File: config.mk
export PLATFORM = sky130hd
export DESIGN_NAME = sbc_ctrl
export DESIGN_NICKNAME = d
export VERILOG_FILES = /design/src/include/sbc_pkg.sv /design/src/logic/sbc_release.sv /design/src/logic/sbc_ctrl.sv
export VERILOG_INCLUDE_DIRS = /design/src /design/src/include
export SDC_FILE = /design/constraint.sdc
export NUM_CORES = 1
export LEC_CHECK = 0
export BUFFER_PORTS_ARGS = -buffer_cell sky130_fd_sc_hd__buf_2
export CORE_MARGIN = 2
export CORE_UTILIZATION = 35
export DETAILED_ROUTE_END_ITERATION = 6
export PLACE_DENSITY = 0.62
export SYNTH_ARGS = -nofsm -noshare
export SYNTH_HDL_FRONTEND = slang
export SYNTH_SLANG_ARGS = --single-unit
File: constraint.sdc
create_clock -name pclk -period 3.9 [get_ports pclk]
set_input_delay 0.585 -clock pclk [delete_from_list [all_inputs] [get_ports pclk]]
set_output_delay 0.585 -clock pclk [all_outputs]
set_load 0.02 [all_outputs]
File: src/include/sbc_consts.svh
`ifndef SBC_CONSTS_SVH
`define SBC_CONSTS_SVH
// register byte offsets
`define SBC_OFF_CTRL   12'h000
`define SBC_OFF_STAT   12'h004
`define SBC_OFF_OSC_SETTLE_TIME_SELECT   12'h008
`define SBC_OFF_PERIPH 12'h00c
// ctrl register bits (write one = pulse)
`define SBC_CTRL_HALT  0
`define SBC_CTRL_STOP  1
// periph config bits
`define SBC_CFG_T8A_EXT  0
`define SBC_CFG_T8B_EXT  1
`define SBC_CFG_WT_SUB   2
`define SBC_CFG_CLKO_SUB 3
`define SBC_CFG_SER_EXT  4
`define SBC_CFG_EXTBUS   5
`define SBC_CFG_MAINCLK  6
`define SBC_CFG_SUBPRES  7
`define SBC_CFG_W        8
// settle select reset value and field width
`define SBC_OSC_SETTLE_TIME_SELECT_RST   3'h4
`define SBC_OSC_SETTLE_TIME_SELECT_W     3
// settle counts: 2^(12+2*sel) main clock cycles, sel 0..3; sel 4 and above give 2^18 (counter width)
`define SBC_SETTLE_BASE 5'h0c
`define SBC_CNT_W       18
`endif

File: src/include/sbc_pkg.sv
package sbc_pkg;
  // standby state, one-hot
  typedef enum logic [3:0] {
    SBC_RUN    = 4'h1,
    SBC_HALT   = 4'h2,
    SBC_STOP   = 4'h4,
    SBC_SETTLE = 4'h8
  } sbc_state_e;
  // release outcome toward the cpu
  typedef struct packed {
    logic vector_irq; // take vectored service
    logic next_instr; // continue at next instruction
    logic reset_req;  // reset processing
  } sbc_resume_s;
  // peripheral gating outputs
  typedef struct packed {
    logic cpu_clk_en;
    logic t16_run;
    logic t8a_run;
    logic t8b_run;
    logic wt_run;
    logic wdt_run;
    logic clko_run;
    logic clko_low;
    logic buz_low;
    logic adc_run;
    logic ser_run;
    logic uart_run;
    logic x2_pullup;
    logic main_osc_en;
  } sbc_gate_s;
endpackage : sbc_pkg

File: src/logic/sbc_release.sv
`timescale 1ns/1ps
`include "sbc_consts.svh"
// decides what an interrupt does to a standby mode
module sbc_release (
  input  wire logic     irq_pending,              // request flag set
  input  wire logic     interrupt_mask_flag,      // mask of that request
  input  wire logic     interrupt_priority_flag,  // 1 = low priority
  input  wire logic     global_interrupt_enable,
  input  wire logic     in_service_priority_flag,
  input  wire logic     nmi_req,
  output logic          wake,                     // leave standby
  output logic          service                   // vectored service
);
  logic unmasked;
  always_comb begin
    unmasked = irq_pending & ~interrupt_mask_flag;
    wake = unmasked | nmi_req;
    // low priority needs enable and isp
    if (nmi_req) begin
      service = 1'b1;
    end else if (!interrupt_priority_flag) begin
      service = unmasked & global_interrupt_enable;
    end else begin
      service = unmasked & global_interrupt_enable & in_service_priority_flag;
    end
  end
endmodule : sbc_release

File: src/logic/sbc_ctrl.sv
`timescale 1ns/1ps
`include "sbc_consts.svh"
//////////////////////////////////////////////////////////////////////
// Contract
// - reset in halt restarts via vector
// - masked request keeps halt; else enable decides
// - low priority services if enable and isp
// - nmi ends halt only on main clock, always vectored
// - stop only by instruction on main clock
// - stop pulls main oscillator output up
// - pending unmasked request drops stop to halt
// - resume from stop only after selected settle wait
// - stop halts main osc and cpu, latches hold
// - 16-bit timers stop; 8-bit need external input
// - watch timer needs subclock; watchdog stops
// - clock out on subclock else low; buzzer low
// - adc stops, serial needs external clock
// - uarts stop holding their registers
// - bus: ad float, upper hold, strobes fixed
// - unmasked interrupt ends stop after settle
// - reset ends stop, then settle
module sbc_ctrl (
  input  wire logic                 pclk,
  input  wire logic                 presetn,
  input  wire logic [11:0]          paddr,
  input  wire logic                 psel,
  input  wire logic                 penable,
  input  wire logic                 pwrite,
  input  wire logic [31:0]          pwdata,
  output logic      [31:0]          prdata,
  output logic                      pready,
  output logic                      pslverr,
  input  wire logic                 reset_in,   // device reset request, level
  input  wire logic                 irq_pending,
  input  wire logic                 interrupt_mask_flag,
  input  wire logic                 interrupt_priority_flag,
  input  wire logic                 global_interrupt_enable,
  input  wire logic                 in_service_priority_flag,
  input  wire logic                 nmi_req,
  output sbc_pkg::sbc_resume_s      resume,     // one-cycle outcome pulse
  output sbc_pkg::sbc_gate_s        gate,
  output logic                      main_osc_output_pin_pu,
  output logic                      muxed_addr_data_oe_hold, // 1 = bus floated
  output logic                      upper_addr_hold,
  output logic                      addr_strobe_force_low,
  output logic                      rdwr_force_high,
  output logic                      wait_float
);
  //////////////////////////////////////////////////////////////////////
  // state record
  typedef struct packed {
    sbc_pkg::sbc_state_e   st;
    logic [`SBC_CNT_W-1:0] cnt;      // settle counter
    logic                  svc;      // service decided at wake
    logic                  rst;      // wake by reset
    logic [`SBC_OSC_SETTLE_TIME_SELECT_W-1:0] osc_settle_time_select;    // osc_settle_time_select
    logic [`SBC_CFG_W-1:0] cfg;      // peripheral options
    sbc_pkg::sbc_resume_s  resume;
    sbc_pkg::sbc_gate_s    gate;
    logic [4:0]            bus;      // external bus pin modes, one per pin group
    logic [31:0]           prdata;
    logic                  pready;
    logic                  pslverr;
  } sbc_ctrl_s;
  sbc_ctrl_s r;
  sbc_ctrl_s next_r;
  logic wake;       // unmasked request or nmi release
  logic service;    // vectored service wanted
  logic [`SBC_CNT_W-1:0] settle_target;
  logic stopped;
  logic wr_ctrl;
  //////////////////////////////////////////////////////////////////////
  // release decoder
  sbc_release sbc_release_inst (
    .irq_pending              (irq_pending),
    .interrupt_mask_flag      (interrupt_mask_flag),
    .interrupt_priority_flag  (interrupt_priority_flag),
    .global_interrupt_enable  (global_interrupt_enable),
    .in_service_priority_flag (in_service_priority_flag),
    .nmi_req                  (nmi_req & r.cfg[`SBC_CFG_MAINCLK]),
    .wake                     (wake),
    .service                  (service)
  );
  //////////////////////////////////////////////////////////////////////
  // next state
  always_comb begin
    next_r = r;
    next_r.resume = '0;
    next_r.pready = 1'b0;
    next_r.pslverr = 1'b0;
    wr_ctrl = 1'b0;
    // settle length from select field; out-of-range selects longest
    settle_target = (r.osc_settle_time_select > `SBC_OSC_SETTLE_TIME_SELECT_RST) ? {`SBC_CNT_W{1'b1}} :
      `SBC_CNT_W'((`SBC_CNT_W'(1) << (`SBC_SETTLE_BASE + 5'(r.osc_settle_time_select) + 5'(r.osc_settle_time_select))) - 1);
    // apb: one wait state, pready registered from the first access cycle
    if (psel && penable && !r.pready) begin
      next_r.pready = 1'b1;
      next_r.prdata = '0;
      case (paddr)
        `SBC_OFF_CTRL: begin
          wr_ctrl = pwrite;
        end
        `SBC_OFF_STAT: begin
          next_r.prdata = {28'h0000000, r.st};
        end
        `SBC_OFF_OSC_SETTLE_TIME_SELECT: begin
          if (pwrite) begin
            next_r.osc_settle_time_select = pwdata[`SBC_OSC_SETTLE_TIME_SELECT_W-1:0];
          end
          next_r.prdata = {29'h0000000, r.osc_settle_time_select};
        end
        `SBC_OFF_PERIPH: begin
          if (pwrite) begin
            next_r.cfg = pwdata[`SBC_CFG_W-1:0];
          end
          next_r.prdata = {24'h000000, r.cfg};
        end
        default: begin
          // unmapped address
          next_r.pslverr = 1'b1;
        end
      endcase
    end
    case (r.st)
      sbc_pkg::SBC_RUN: begin
        if (wr_ctrl && pwdata[`SBC_CTRL_STOP] && r.cfg[`SBC_CFG_MAINCLK]) begin
          // pending request falls back to halt
          if (irq_pending && !interrupt_mask_flag) begin
            next_r.st = sbc_pkg::SBC_HALT;
          end else begin
            // stop by instruction on main clock
            next_r.st = sbc_pkg::SBC_STOP;
          end
        end else if (wr_ctrl && pwdata[`SBC_CTRL_HALT]) begin
          next_r.st = sbc_pkg::SBC_HALT;
        end
      end
      sbc_pkg::SBC_HALT: begin
        if (reset_in) begin
          // reset ends halt via reset vector
          next_r.resume.reset_req = 1'b1;
          next_r.st = sbc_pkg::SBC_RUN;
        end else if (wake) begin
          // halt keeps main osc running, no settle wait
          next_r.resume.vector_irq = service;
          next_r.resume.next_instr = ~service;
          next_r.st = sbc_pkg::SBC_RUN;
        end
      end
      sbc_pkg::SBC_STOP: begin
        if (reset_in) begin
          next_r.rst = 1'b1;
          next_r.cnt = '0;
          next_r.st = sbc_pkg::SBC_SETTLE;
        end else if (irq_pending && !interrupt_mask_flag) begin
          next_r.rst = 1'b0;
          next_r.svc = service;
          next_r.cnt = '0;
          next_r.st = sbc_pkg::SBC_SETTLE;
        end
      end
      sbc_pkg::SBC_SETTLE: begin
        next_r.cnt = r.cnt + `SBC_CNT_W'(1);
        if (r.cnt >= settle_target) begin
          next_r.resume.reset_req = r.rst;
          next_r.resume.vector_irq = ~r.rst & r.svc;
          next_r.resume.next_instr = ~r.rst & ~r.svc;
          next_r.st = sbc_pkg::SBC_RUN;
        end
      end
      default: begin
        next_r.st = sbc_pkg::SBC_RUN;
      end
    endcase
    stopped = (next_r.st == sbc_pkg::SBC_STOP);
    // main osc and cpu halt, latches untouched
    next_r.gate.main_osc_en = ~stopped;
    next_r.gate.cpu_clk_en = (next_r.st == sbc_pkg::SBC_RUN);
    next_r.gate.x2_pullup = stopped;
    next_r.gate.t16_run = ~stopped;
    next_r.gate.t8a_run = ~stopped | r.cfg[`SBC_CFG_T8A_EXT];
    next_r.gate.t8b_run = ~stopped | r.cfg[`SBC_CFG_T8B_EXT];
    next_r.gate.wt_run = ~stopped | (r.cfg[`SBC_CFG_WT_SUB] & r.cfg[`SBC_CFG_SUBPRES]);
    next_r.gate.wdt_run = ~stopped;
    next_r.gate.clko_run = ~stopped | (r.cfg[`SBC_CFG_CLKO_SUB] & r.cfg[`SBC_CFG_SUBPRES]);
    next_r.gate.clko_low = ~next_r.gate.clko_run;
    next_r.gate.buz_low = stopped;
    next_r.gate.adc_run = ~stopped;
    next_r.gate.ser_run = ~stopped | r.cfg[`SBC_CFG_SER_EXT];
    // uart clock stops so registers hold
    next_r.gate.uart_run = ~stopped;
    next_r.bus = {5{stopped & r.cfg[`SBC_CFG_EXTBUS]}};
  end
  //////////////////////////////////////////////////////////////////////
  // state register
  always_ff @(posedge pclk or negedge presetn) begin
    if (!presetn) begin
      r <= '{st: sbc_pkg::SBC_RUN, cnt: '0, svc: 1'b0, rst: 1'b0,
             osc_settle_time_select: `SBC_OSC_SETTLE_TIME_SELECT_RST, cfg: '0, resume: '0,
             gate: '{cpu_clk_en: 1'b1, t16_run: 1'b1, t8a_run: 1'b1, t8b_run: 1'b1,
                     wt_run: 1'b1, wdt_run: 1'b1, clko_run: 1'b1, clko_low: 1'b0,
                     buz_low: 1'b0, adc_run: 1'b1, ser_run: 1'b1, uart_run: 1'b1,
                     x2_pullup: 1'b0, main_osc_en: 1'b1},
             bus: '0, prdata: '0, pready: 1'b0, pslverr: 1'b0};
    end else begin
      r <= next_r;
    end
  end
  //////////////////////////////////////////////////////////////////////
  // outputs straight from flops
  assign prdata = r.prdata;
  assign pready = r.pready;
  assign pslverr = r.pslverr;
  assign resume = r.resume;
  assign gate = r.gate;
  assign main_osc_output_pin_pu = r.gate.x2_pullup;
  assign muxed_addr_data_oe_hold = r.bus[0];
  assign upper_addr_hold = r.bus[1];
  assign addr_strobe_force_low = r.bus[2];
  assign rdwr_force_high = r.bus[3];
  assign wait_float = r.bus[4];
  //////////////////////////////////////////////////////////////////////
  // checks
  // clocking and pull-up while stopped
  a_stop_clk_off: assert property (@(posedge pclk) disable iff (!presetn)
    r.st == sbc_pkg::SBC_STOP |-> !r.gate.main_osc_en && !r.gate.cpu_clk_en)
    else $error("main osc running in stop");
  a_stop_pullup: assert property (@(posedge pclk) disable iff (!presetn)
    r.st == sbc_pkg::SBC_STOP |-> r.gate.x2_pullup)
    else $error("pull-up missing in stop");
  // halt release outcomes
  a_halt_reset: assert property (@(posedge pclk) disable iff (!presetn)
    r.st == sbc_pkg::SBC_HALT && reset_in |=> r.resume.reset_req)
    else $error("reset did not end halt");
  a_halt_masked: assert property (@(posedge pclk) disable iff (!presetn)
    r.st == sbc_pkg::SBC_HALT && !reset_in && !nmi_req && interrupt_mask_flag
    |=> r.st == sbc_pkg::SBC_HALT)
    else $error("masked request left halt");
  a_halt_prio0: assert property (@(posedge pclk) disable iff (!presetn)
    r.st == sbc_pkg::SBC_HALT && !reset_in && !nmi_req && irq_pending
    && !interrupt_mask_flag && !interrupt_priority_flag
    |=> r.resume.vector_irq == $past(global_interrupt_enable))
    else $error("high priority release wrong");
  a_low_prio: assert property (@(posedge pclk) disable iff (!presetn)
    r.st == sbc_pkg::SBC_HALT && !reset_in && !nmi_req && irq_pending
    && !interrupt_mask_flag && interrupt_priority_flag && !in_service_priority_flag
    |=> r.resume.next_instr)
    else $error("low priority serviced wrongly");
  a_nmi_vector: assert property (@(posedge pclk) disable iff (!presetn)
    r.st == sbc_pkg::SBC_HALT && !reset_in && nmi_req && r.cfg[`SBC_CFG_MAINCLK]
    |=> r.resume.vector_irq)
    else $error("nmi not vectored");
  // stop entry
  a_stop_entry: assert property (@(posedge pclk) disable iff (!presetn)
    r.st == sbc_pkg::SBC_RUN ##1 r.st == sbc_pkg::SBC_STOP
    |-> $past(wr_ctrl) && $past(r.cfg[`SBC_CFG_MAINCLK]))
    else $error("stop without instruction");
  a_stop_pending: assert property (@(posedge pclk) disable iff (!presetn)
    r.st == sbc_pkg::SBC_STOP |-> !$past(irq_pending && !interrupt_mask_flag)
    || $past(r.st) == sbc_pkg::SBC_STOP)
    else $error("stop entered with pending request");
  // gating in stop follows the options held one cycle earlier
  a_wdt_stop: assert property (@(posedge pclk) disable iff (!presetn)
    r.st == sbc_pkg::SBC_STOP |-> !r.gate.wdt_run && !r.gate.t16_run
    && r.gate.buz_low && !r.gate.adc_run && !r.gate.uart_run)
    else $error("peripheral running in stop");
  a_t8_ext: assert property (@(posedge pclk) disable iff (!presetn)
    r.st == sbc_pkg::SBC_STOP |-> r.gate.t8a_run == $past(r.cfg[`SBC_CFG_T8A_EXT])
    && r.gate.t8b_run == $past(r.cfg[`SBC_CFG_T8B_EXT]))
    else $error("8-bit timer gating wrong in stop");
  a_watch_sub: assert property (@(posedge pclk) disable iff (!presetn)
    r.st == sbc_pkg::SBC_STOP
    |-> r.gate.wt_run == $past(r.cfg[`SBC_CFG_WT_SUB] && r.cfg[`SBC_CFG_SUBPRES]))
    else $error("watch timer gating wrong in stop");
  a_clkout_sub: assert property (@(posedge pclk) disable iff (!presetn)
    r.st == sbc_pkg::SBC_STOP |-> r.gate.clko_low == !r.gate.clko_run
    && r.gate.clko_run == $past(r.cfg[`SBC_CFG_CLKO_SUB] && r.cfg[`SBC_CFG_SUBPRES]))
    else $error("clock out wrong in stop");
  a_serial_ext: assert property (@(posedge pclk) disable iff (!presetn)
    r.st == sbc_pkg::SBC_STOP |-> !r.gate.adc_run
    && r.gate.ser_run == $past(r.cfg[`SBC_CFG_SER_EXT]))
    else $error("serial gating wrong in stop");
  a_uart_hold: assert property (@(posedge pclk) disable iff (!presetn)
    r.st == sbc_pkg::SBC_STOP |-> !r.gate.uart_run && !r.gate.cpu_clk_en)
    else $error("uart clock running in stop");
  a_bus_modes: assert property (@(posedge pclk) disable iff (!presetn)
    r.st == sbc_pkg::SBC_STOP |-> r.bus == {5{$past(r.cfg[`SBC_CFG_EXTBUS])}})
    else $error("bus pin modes wrong in stop");
  // release from stop and the settle wait
  a_stop_wake: assert property (@(posedge pclk) disable iff (!presetn)
    r.st == sbc_pkg::SBC_STOP && !reset_in && irq_pending && !interrupt_mask_flag
    |=> r.st == sbc_pkg::SBC_SETTLE && r.svc == $past(service))
    else $error("interrupt did not end stop");
  a_stop_reset: assert property (@(posedge pclk) disable iff (!presetn)
    r.st == sbc_pkg::SBC_STOP && reset_in |=> r.st == sbc_pkg::SBC_SETTLE && r.rst)
    else $error("reset did not end stop");
  a_settle_wait: assert property (@(posedge pclk) disable iff (!presetn)
    r.st == sbc_pkg::SBC_SETTLE && r.cnt < settle_target |=> !r.gate.cpu_clk_en)
    else $error("cpu resumed before settle");
  a_settle_done: assert property (@(posedge pclk) disable iff (!presetn)
    r.st == sbc_pkg::SBC_SETTLE && r.cnt >= settle_target
    |=> r.st == sbc_pkg::SBC_RUN && r.gate.cpu_clk_en)
    else $error("cpu clock not restored after settle");
endmodule : sbc_ctrl

======== After elaboration in Yosys (flattened, before gate mapping) ========
Index checks and enable logic that the tools add are counted.
storage, ports and cells
  register bits after elaboration ......... 58
  bits of input ports ..................... 56
  output and inout bits ................... 57
  logic and storage cells ................. 102
cells by class
  add/subtract/negate cells ............... 4
  order comparisons ....................... 2
  equality and inequality tests ........... 10
  shift-type cells ........................ 1
  multiplexer cells ....................... 24
  bitwise gates (word level) .............. 22
  reductions and logical operators ........ 17
operators by type and width
  operator                                                                number
  18-bit case mux with 2 select lines                                     1
  12-bit by 4-bit equality test with 1-bit output, second input constant  2
  24-bit two-way mux                                                      1
  8-bit case mux with 3 select lines                                      1
  22-bit two-way mux                                                      1
  4-bit two-way mux                                                       5
  18-bit by 1-bit adder with 18-bit output, second input constant         1
  18-bit >= comparator                                                    1
  18-bit two-way mux                                                      1
  1-bit by 5-bit << shifter with 18-bit output, first input constant      1
  18-bit by 2-bit subtractor with 18-bit output, second input constant    1
  4-bit case mux with 4 select lines                                      1
  12-bit by 3-bit equality test with 1-bit output, second input constant  1
  12-bit logical NOT                                                      1
  1-bit bitwise AND                                                       9
  3-bit AND reduction                                                     3
  4-bit by 1-bit equality test with 1-bit output, second input constant   2
  4-bit by 3-bit equality test with 1-bit output, second input constant   2
  1-bit two-way mux                                                       7
  1-bit inverter                                                          7
  1-bit logical AND                                                       6
  2-bit two-way mux                                                       3
  3-bit two-way mux                                                       2
  1-bit bitwise OR                                                        6
  11 further kinds                                                        14

======== Depth between registers and ports, before layout ========
  depth after elaboration ................. 13
  depth in mapped cells ................... 17
  mapped depth without buffers ............ 15

======== By module ========
From an unflattened synthesis, not the netlist that was laid out.
unflattened totals
  cell total of the unflattened synthesis .. 411
  area, all modules ....................... 3717.3 µm²
by module, submodules not included
  module       instances  cells each  area an instance (µm²)  seq. area each (µm²)
  sbc_ctrl     1          407         3689.8                  1462.7
  sbc_release  1          4           27.5                    0.0

======== Worst setup path before layout ========
No wires, ideal clock.
  kind .................................... flip-flop to flip-flop
  start ................................... register r[66] in the netlist's numbering
  end ..................................... register r, in the netlist resume[2]
  library setup time ...................... 0.138 ns
  arrival time ............................ 3.362 ns
  data required time ...................... 3.762 ns
  slack ................................... 0.401 ns
  stages on the path, launching flop included .. 18
  buffers on the path ..................... 2
  clock period less this slack ............ 3.499 ns
  cell sequence ........................... dfstp_2 -> inv_1 -> ha_1 -> clkbuf_1 -> nor2b_1 -> nand3_1 -> ha_1 -> clkbuf_1 -> nor2_1 -> nand3_1 -> a21oi_1 -> a211oi_1 -> ha_1 -> nand4_1 -> nor4_1 -> a221o_1 -> a21oi_1 -> o21ai_0
RTL lines
  item                    line             source
  start, declared         sbc_ctrl.sv:65   sbc_ctrl_s r;
  start signal, assigned  sbc_ctrl.sv:198  r <= '{st: sbc_pkg::SBC_RUN, cnt: '0, svc: 1'b0, rst: 1'b0,
  start signal, assigned  sbc_ctrl.sv:206  r <= next_r;

==> results by group <==
Run status
  – Outcome: finished, final reports clean

Drt
  – Post-route DRC: 0
  – DR iter-0 viols: ~170
  – Drt pass-1 iters: 4
  – Vias per std cell: ~5.0
  – Vias: 2843
  – Routed WL: between 7 and 8 mm
  – Antenna Nets Post-Route: 0
  – WL per Instance: 13.2 µm

Yosys
  – Synth async-reset ratio: 1.00
  – Prevailing post-synth register cell: dfrtp_1
  – Post-synthesis sequential area ratio: 0.396
  – Mean Syn Cell Area: roughly 9.5 µm²
  – Cell with the most instances after synthesis: buf_4
  – Post-synthesis register bit count: 58
  – Synth Warn #: 0
  – Mux cell area share after synthesis: 0.0583
  – Post-synth top area share: 0.332
  – Synth top area cells: dfrtp_1 33%, buf_4 11%, ha_1 7.5%
  – Xor-xnor portion of the synthesized cell area: 0.00474
  – Area share of fa/ha/maj cells after synthesis: 0.0746
  – Number of synthesized flops with an enable pin: 0
  – Cell Area, Synth: 3690 µm²
  – Synth Area in Simple Gates: 0.189
  – Main combinational cell family by area after synthesis: simple AND/OR/NAND/NOR gates
  – Post-synth top cells: 53 x buf_4, 49 x dfrtp_1, 44 x nand2_1
  – Compound-cell area share of the yosys netlist: 0.143
  – Cells after Synth: 388
  – Yosys cell types: 51
  – Yosys top cell by area: dfrtp_1

Floorplanning
  – Initial Util: 0.359
  – DIE HEIGHT: 107 µm
  – Die ar.: between 10000 and 15000 µm²
  – CORE AREA: 10300 µm²
  – Width of the die: 107 µm
  – Row Count: 37
  – Ports: between 100 and 150

Setup path
  – Crit path required time: 4.14 ns
  – Crit start category: flip-flop
  – Worst Path Arrival: about 3.8 ns
  – CP max FO: 10
  – Critical Path Sink Type: flip-flop
  – WS Path Type: reg2reg

STA
  – Final worst-path cycle share: 0.917
  – Final Hold Viols: 0
  – Max Fclk: roughly 280 MHz
  – Final Skew: 0.0138 ns
  – Slew headroom: 0.477
  – Worst slew pin tran: between 0.7 and 0.8 ns
  – Final setup TNS: 0 ns
  – WHS: 0.222 ns
  – # setup viols final: 0
  – RSZ-0062 raised after global routing: no
  – Final min period: 3.58 ns
  – Final slew viol count: 0

Clock tree
  – H-tree depth: 3
  – Root buffer cell: clkbuf_8
  – CTS tree: built
  – Clock buffer count from CTS: 9
  – Skew-Pair Late Insertion Delay: between 0.3 and 0.4 ns
  – Worst-path clk slew: 0.08 ns
  – Clock Path Buffers: 2
  – Clk sinks: 58

Global route
  – Vias in the first global route: 2668
  – Global-route wire length before repair: 12.4 mm
  – Initial antenna violation count: 0
  – Largest net degree at the start of global routing: 35
  – GRT Total Usage: 0.136
  – Grt total ovfl: 0

Placement
  – Total placed cells including tap cells: 552
  – GP Congestion: 0.759
  – Dpl hpwl: 5.69 mm
  – Number of port buffers: 64
  – Area after DPL: 3870 µm²

Cells and area
  – Nets: 505
  – Filler Cells Inserted: 1026
  – Finished Layout Cells: ~570
  – Fin area: 4070 µm²
  – Layout Area Growth over Synthesis: 10.3%
  – Share of layout cells above drive strength 1: 0.250
  – Footprint of the multi-input gates: 1830 µm²
  – Ant. Diodes: 0
  – Sequential cell area: 1460 µm²

Pwr
  – PwrDens: ~300 nW/µm²
  – VDD IR max: 0.000144 V
  – Pleak: about 1.9 nW

Job
  – Max-Cap Viols: 0

Min path
  – Min-Delay Path Class: in2async
## power by group
part	switching [mW]	internal [mW]	leakage, nW
clock network	0.257	0.312	0.0945
registers	0.000446	0.603	0.689
logic	0.0519	0.0172	1.17
total	0.309	0.932	1.95
## worst max-delay path: stages (launching register included)
cell	delay, ns
dfstp_2	0.58
inv_1	0.12
ha_1	0.31
nor2b_1	0.22
nand3_1	0.12
ha_2	0.26
nor2_1	0.14
nand3_1	0.09
a21oi_1	0.16
a211oi_1	0.08
ha_1	0.33
nand4_1	0.12
nor4_1	0.28
a221o_1	0.20
a21oi_1	0.06
buf_4	0.16
o41ai_1	0.24
## sequential cells by signal, indices dropped and copies added (netlist names)
name	flops
main_osc_output_pin_pu	1
gate	8
r	35
pready	1
pslverr	1
resume	3
prdata	8
muxed_addr_data_oe_hold	1
## final timing paths
check / from / to / slack, ns / cells after the start
max: r[66]$_DFFE_PN1P_ / resume[1]$_DFF_PN0_ / 0.32 / 16
min: presetn / resume[0]$_DFF_PN0_ / 0.22 / 1
max reg2reg: r[66]$_DFFE_PN1P_ / resume[1]$_DFF_PN0_ / 0.32 / 16
min reg2reg: r[68]$_DFFE_PN0P_ / resume[1]$_DFF_PN0_ / 0.49 / 1
max in group asynchronous: presetn / r[66]$_DFFE_PN1P_ / 2.79 / 2
min in group pclk: pwdata[5] / r[61]$_DFFE_PN0P_ / 0.47 / 2
## logic make-up (layout without fill, tap and decap cells)
group | after synthesis | count (layout)
AOI/OAI and AO/OA | 79 | 79
xor gates and xnor gates | 2 | 2
adders and majority gates | 22 | 22
buffers and inverters | 77 | 98
DFF | 58 | 58
muxes | 20 | 20
other | 1 | 24
and+or+nand+nor | 129 | 129
## area by class of cell
type,instances,area share
Multi-Input combinational cell,276,0.448
Sequential cell,58,0.359
Timing Repair Buffer,70,0.0897
Tap cell,136,0.0418
Clock buffer,10,0.0338
Clock inverter,6,0.0163
Inverter,12,0.0111
## repair_timing
item,in CTS,in global routing
gates resized for setup,0,1
hold endpoints to repair,0,0
setup buffers,0,0
setup endpoints to repair,0,3
hold buffers,0,0
## per-layer routing
| metal | global-route usage | up-vias | share of wire | wire, µm |
|---|---|---|---|---|
| met2 | 0.217 | 83 | 0.46 | 3470 |
| met5 | 0 | - | 0 | 0 |
| li1 | - | 1396 | - | - |
| met4 | 0.0492 | 0 | 0.021 | 158 |
| met3 | 0.0419 | 17 | 0.066 | 495 |
| met1 | 0.174 | 1347 | 0.45 | 3390 |
## stage by stage
| stage | utilization | worst slack, ns | power, mW |
|---|---|---|---|
| detailed placement | 0.376 | 0.228 | 0.684 |
| finish | 0.396 | 0.323 | 1.24 |
| global route | 0.396 | 0.0325 | 1.30 |
| floorplan | - | 0.401 | 0.668 |
| global placement | 0.376 | 0.305 | 0.684 |
| CTS | 0.396 | 0.215 | 1.26 |
## cell usage in the layout, fill, tap and decap left out, types with 3 or more instances in the layout
| master | count |
|---|---|
| dfstp_2 | 9 |
| and4_1 | 4 |
| a21oi_1 | 15 |
| o21ai_0 | 22 |
| nor2_1 | 22 |
| a21o_1 | 3 |
| and2_1 | 3 |
| clkinvlp_4 | 3 |
| dfrtp_1 | 49 |
| conb_1 | 24 |
| buf_4 | 6 |
| a221o_1 | 4 |
| clkbuf_8 | 10 |
| o31ai_1 | 4 |
| mux2_2 | 4 |
| mux2i_1 | 8 |
| o21a_1 | 5 |
| nand4_1 | 10 |
| mux2_1 | 8 |
| ha_1 | 21 |
| nor2b_1 | 5 |
| nor4_1 | 4 |
| a22o_1 | 5 |
| nor4_2 | 3 |
| inv_1 | 12 |
| nand3_1 | 16 |
| nand2b_1 | 5 |
| buf_2 | 64 |
| o211ai_1 | 5 |
| nand2_1 | 44 |
Power figures use the tool's default switching activity.
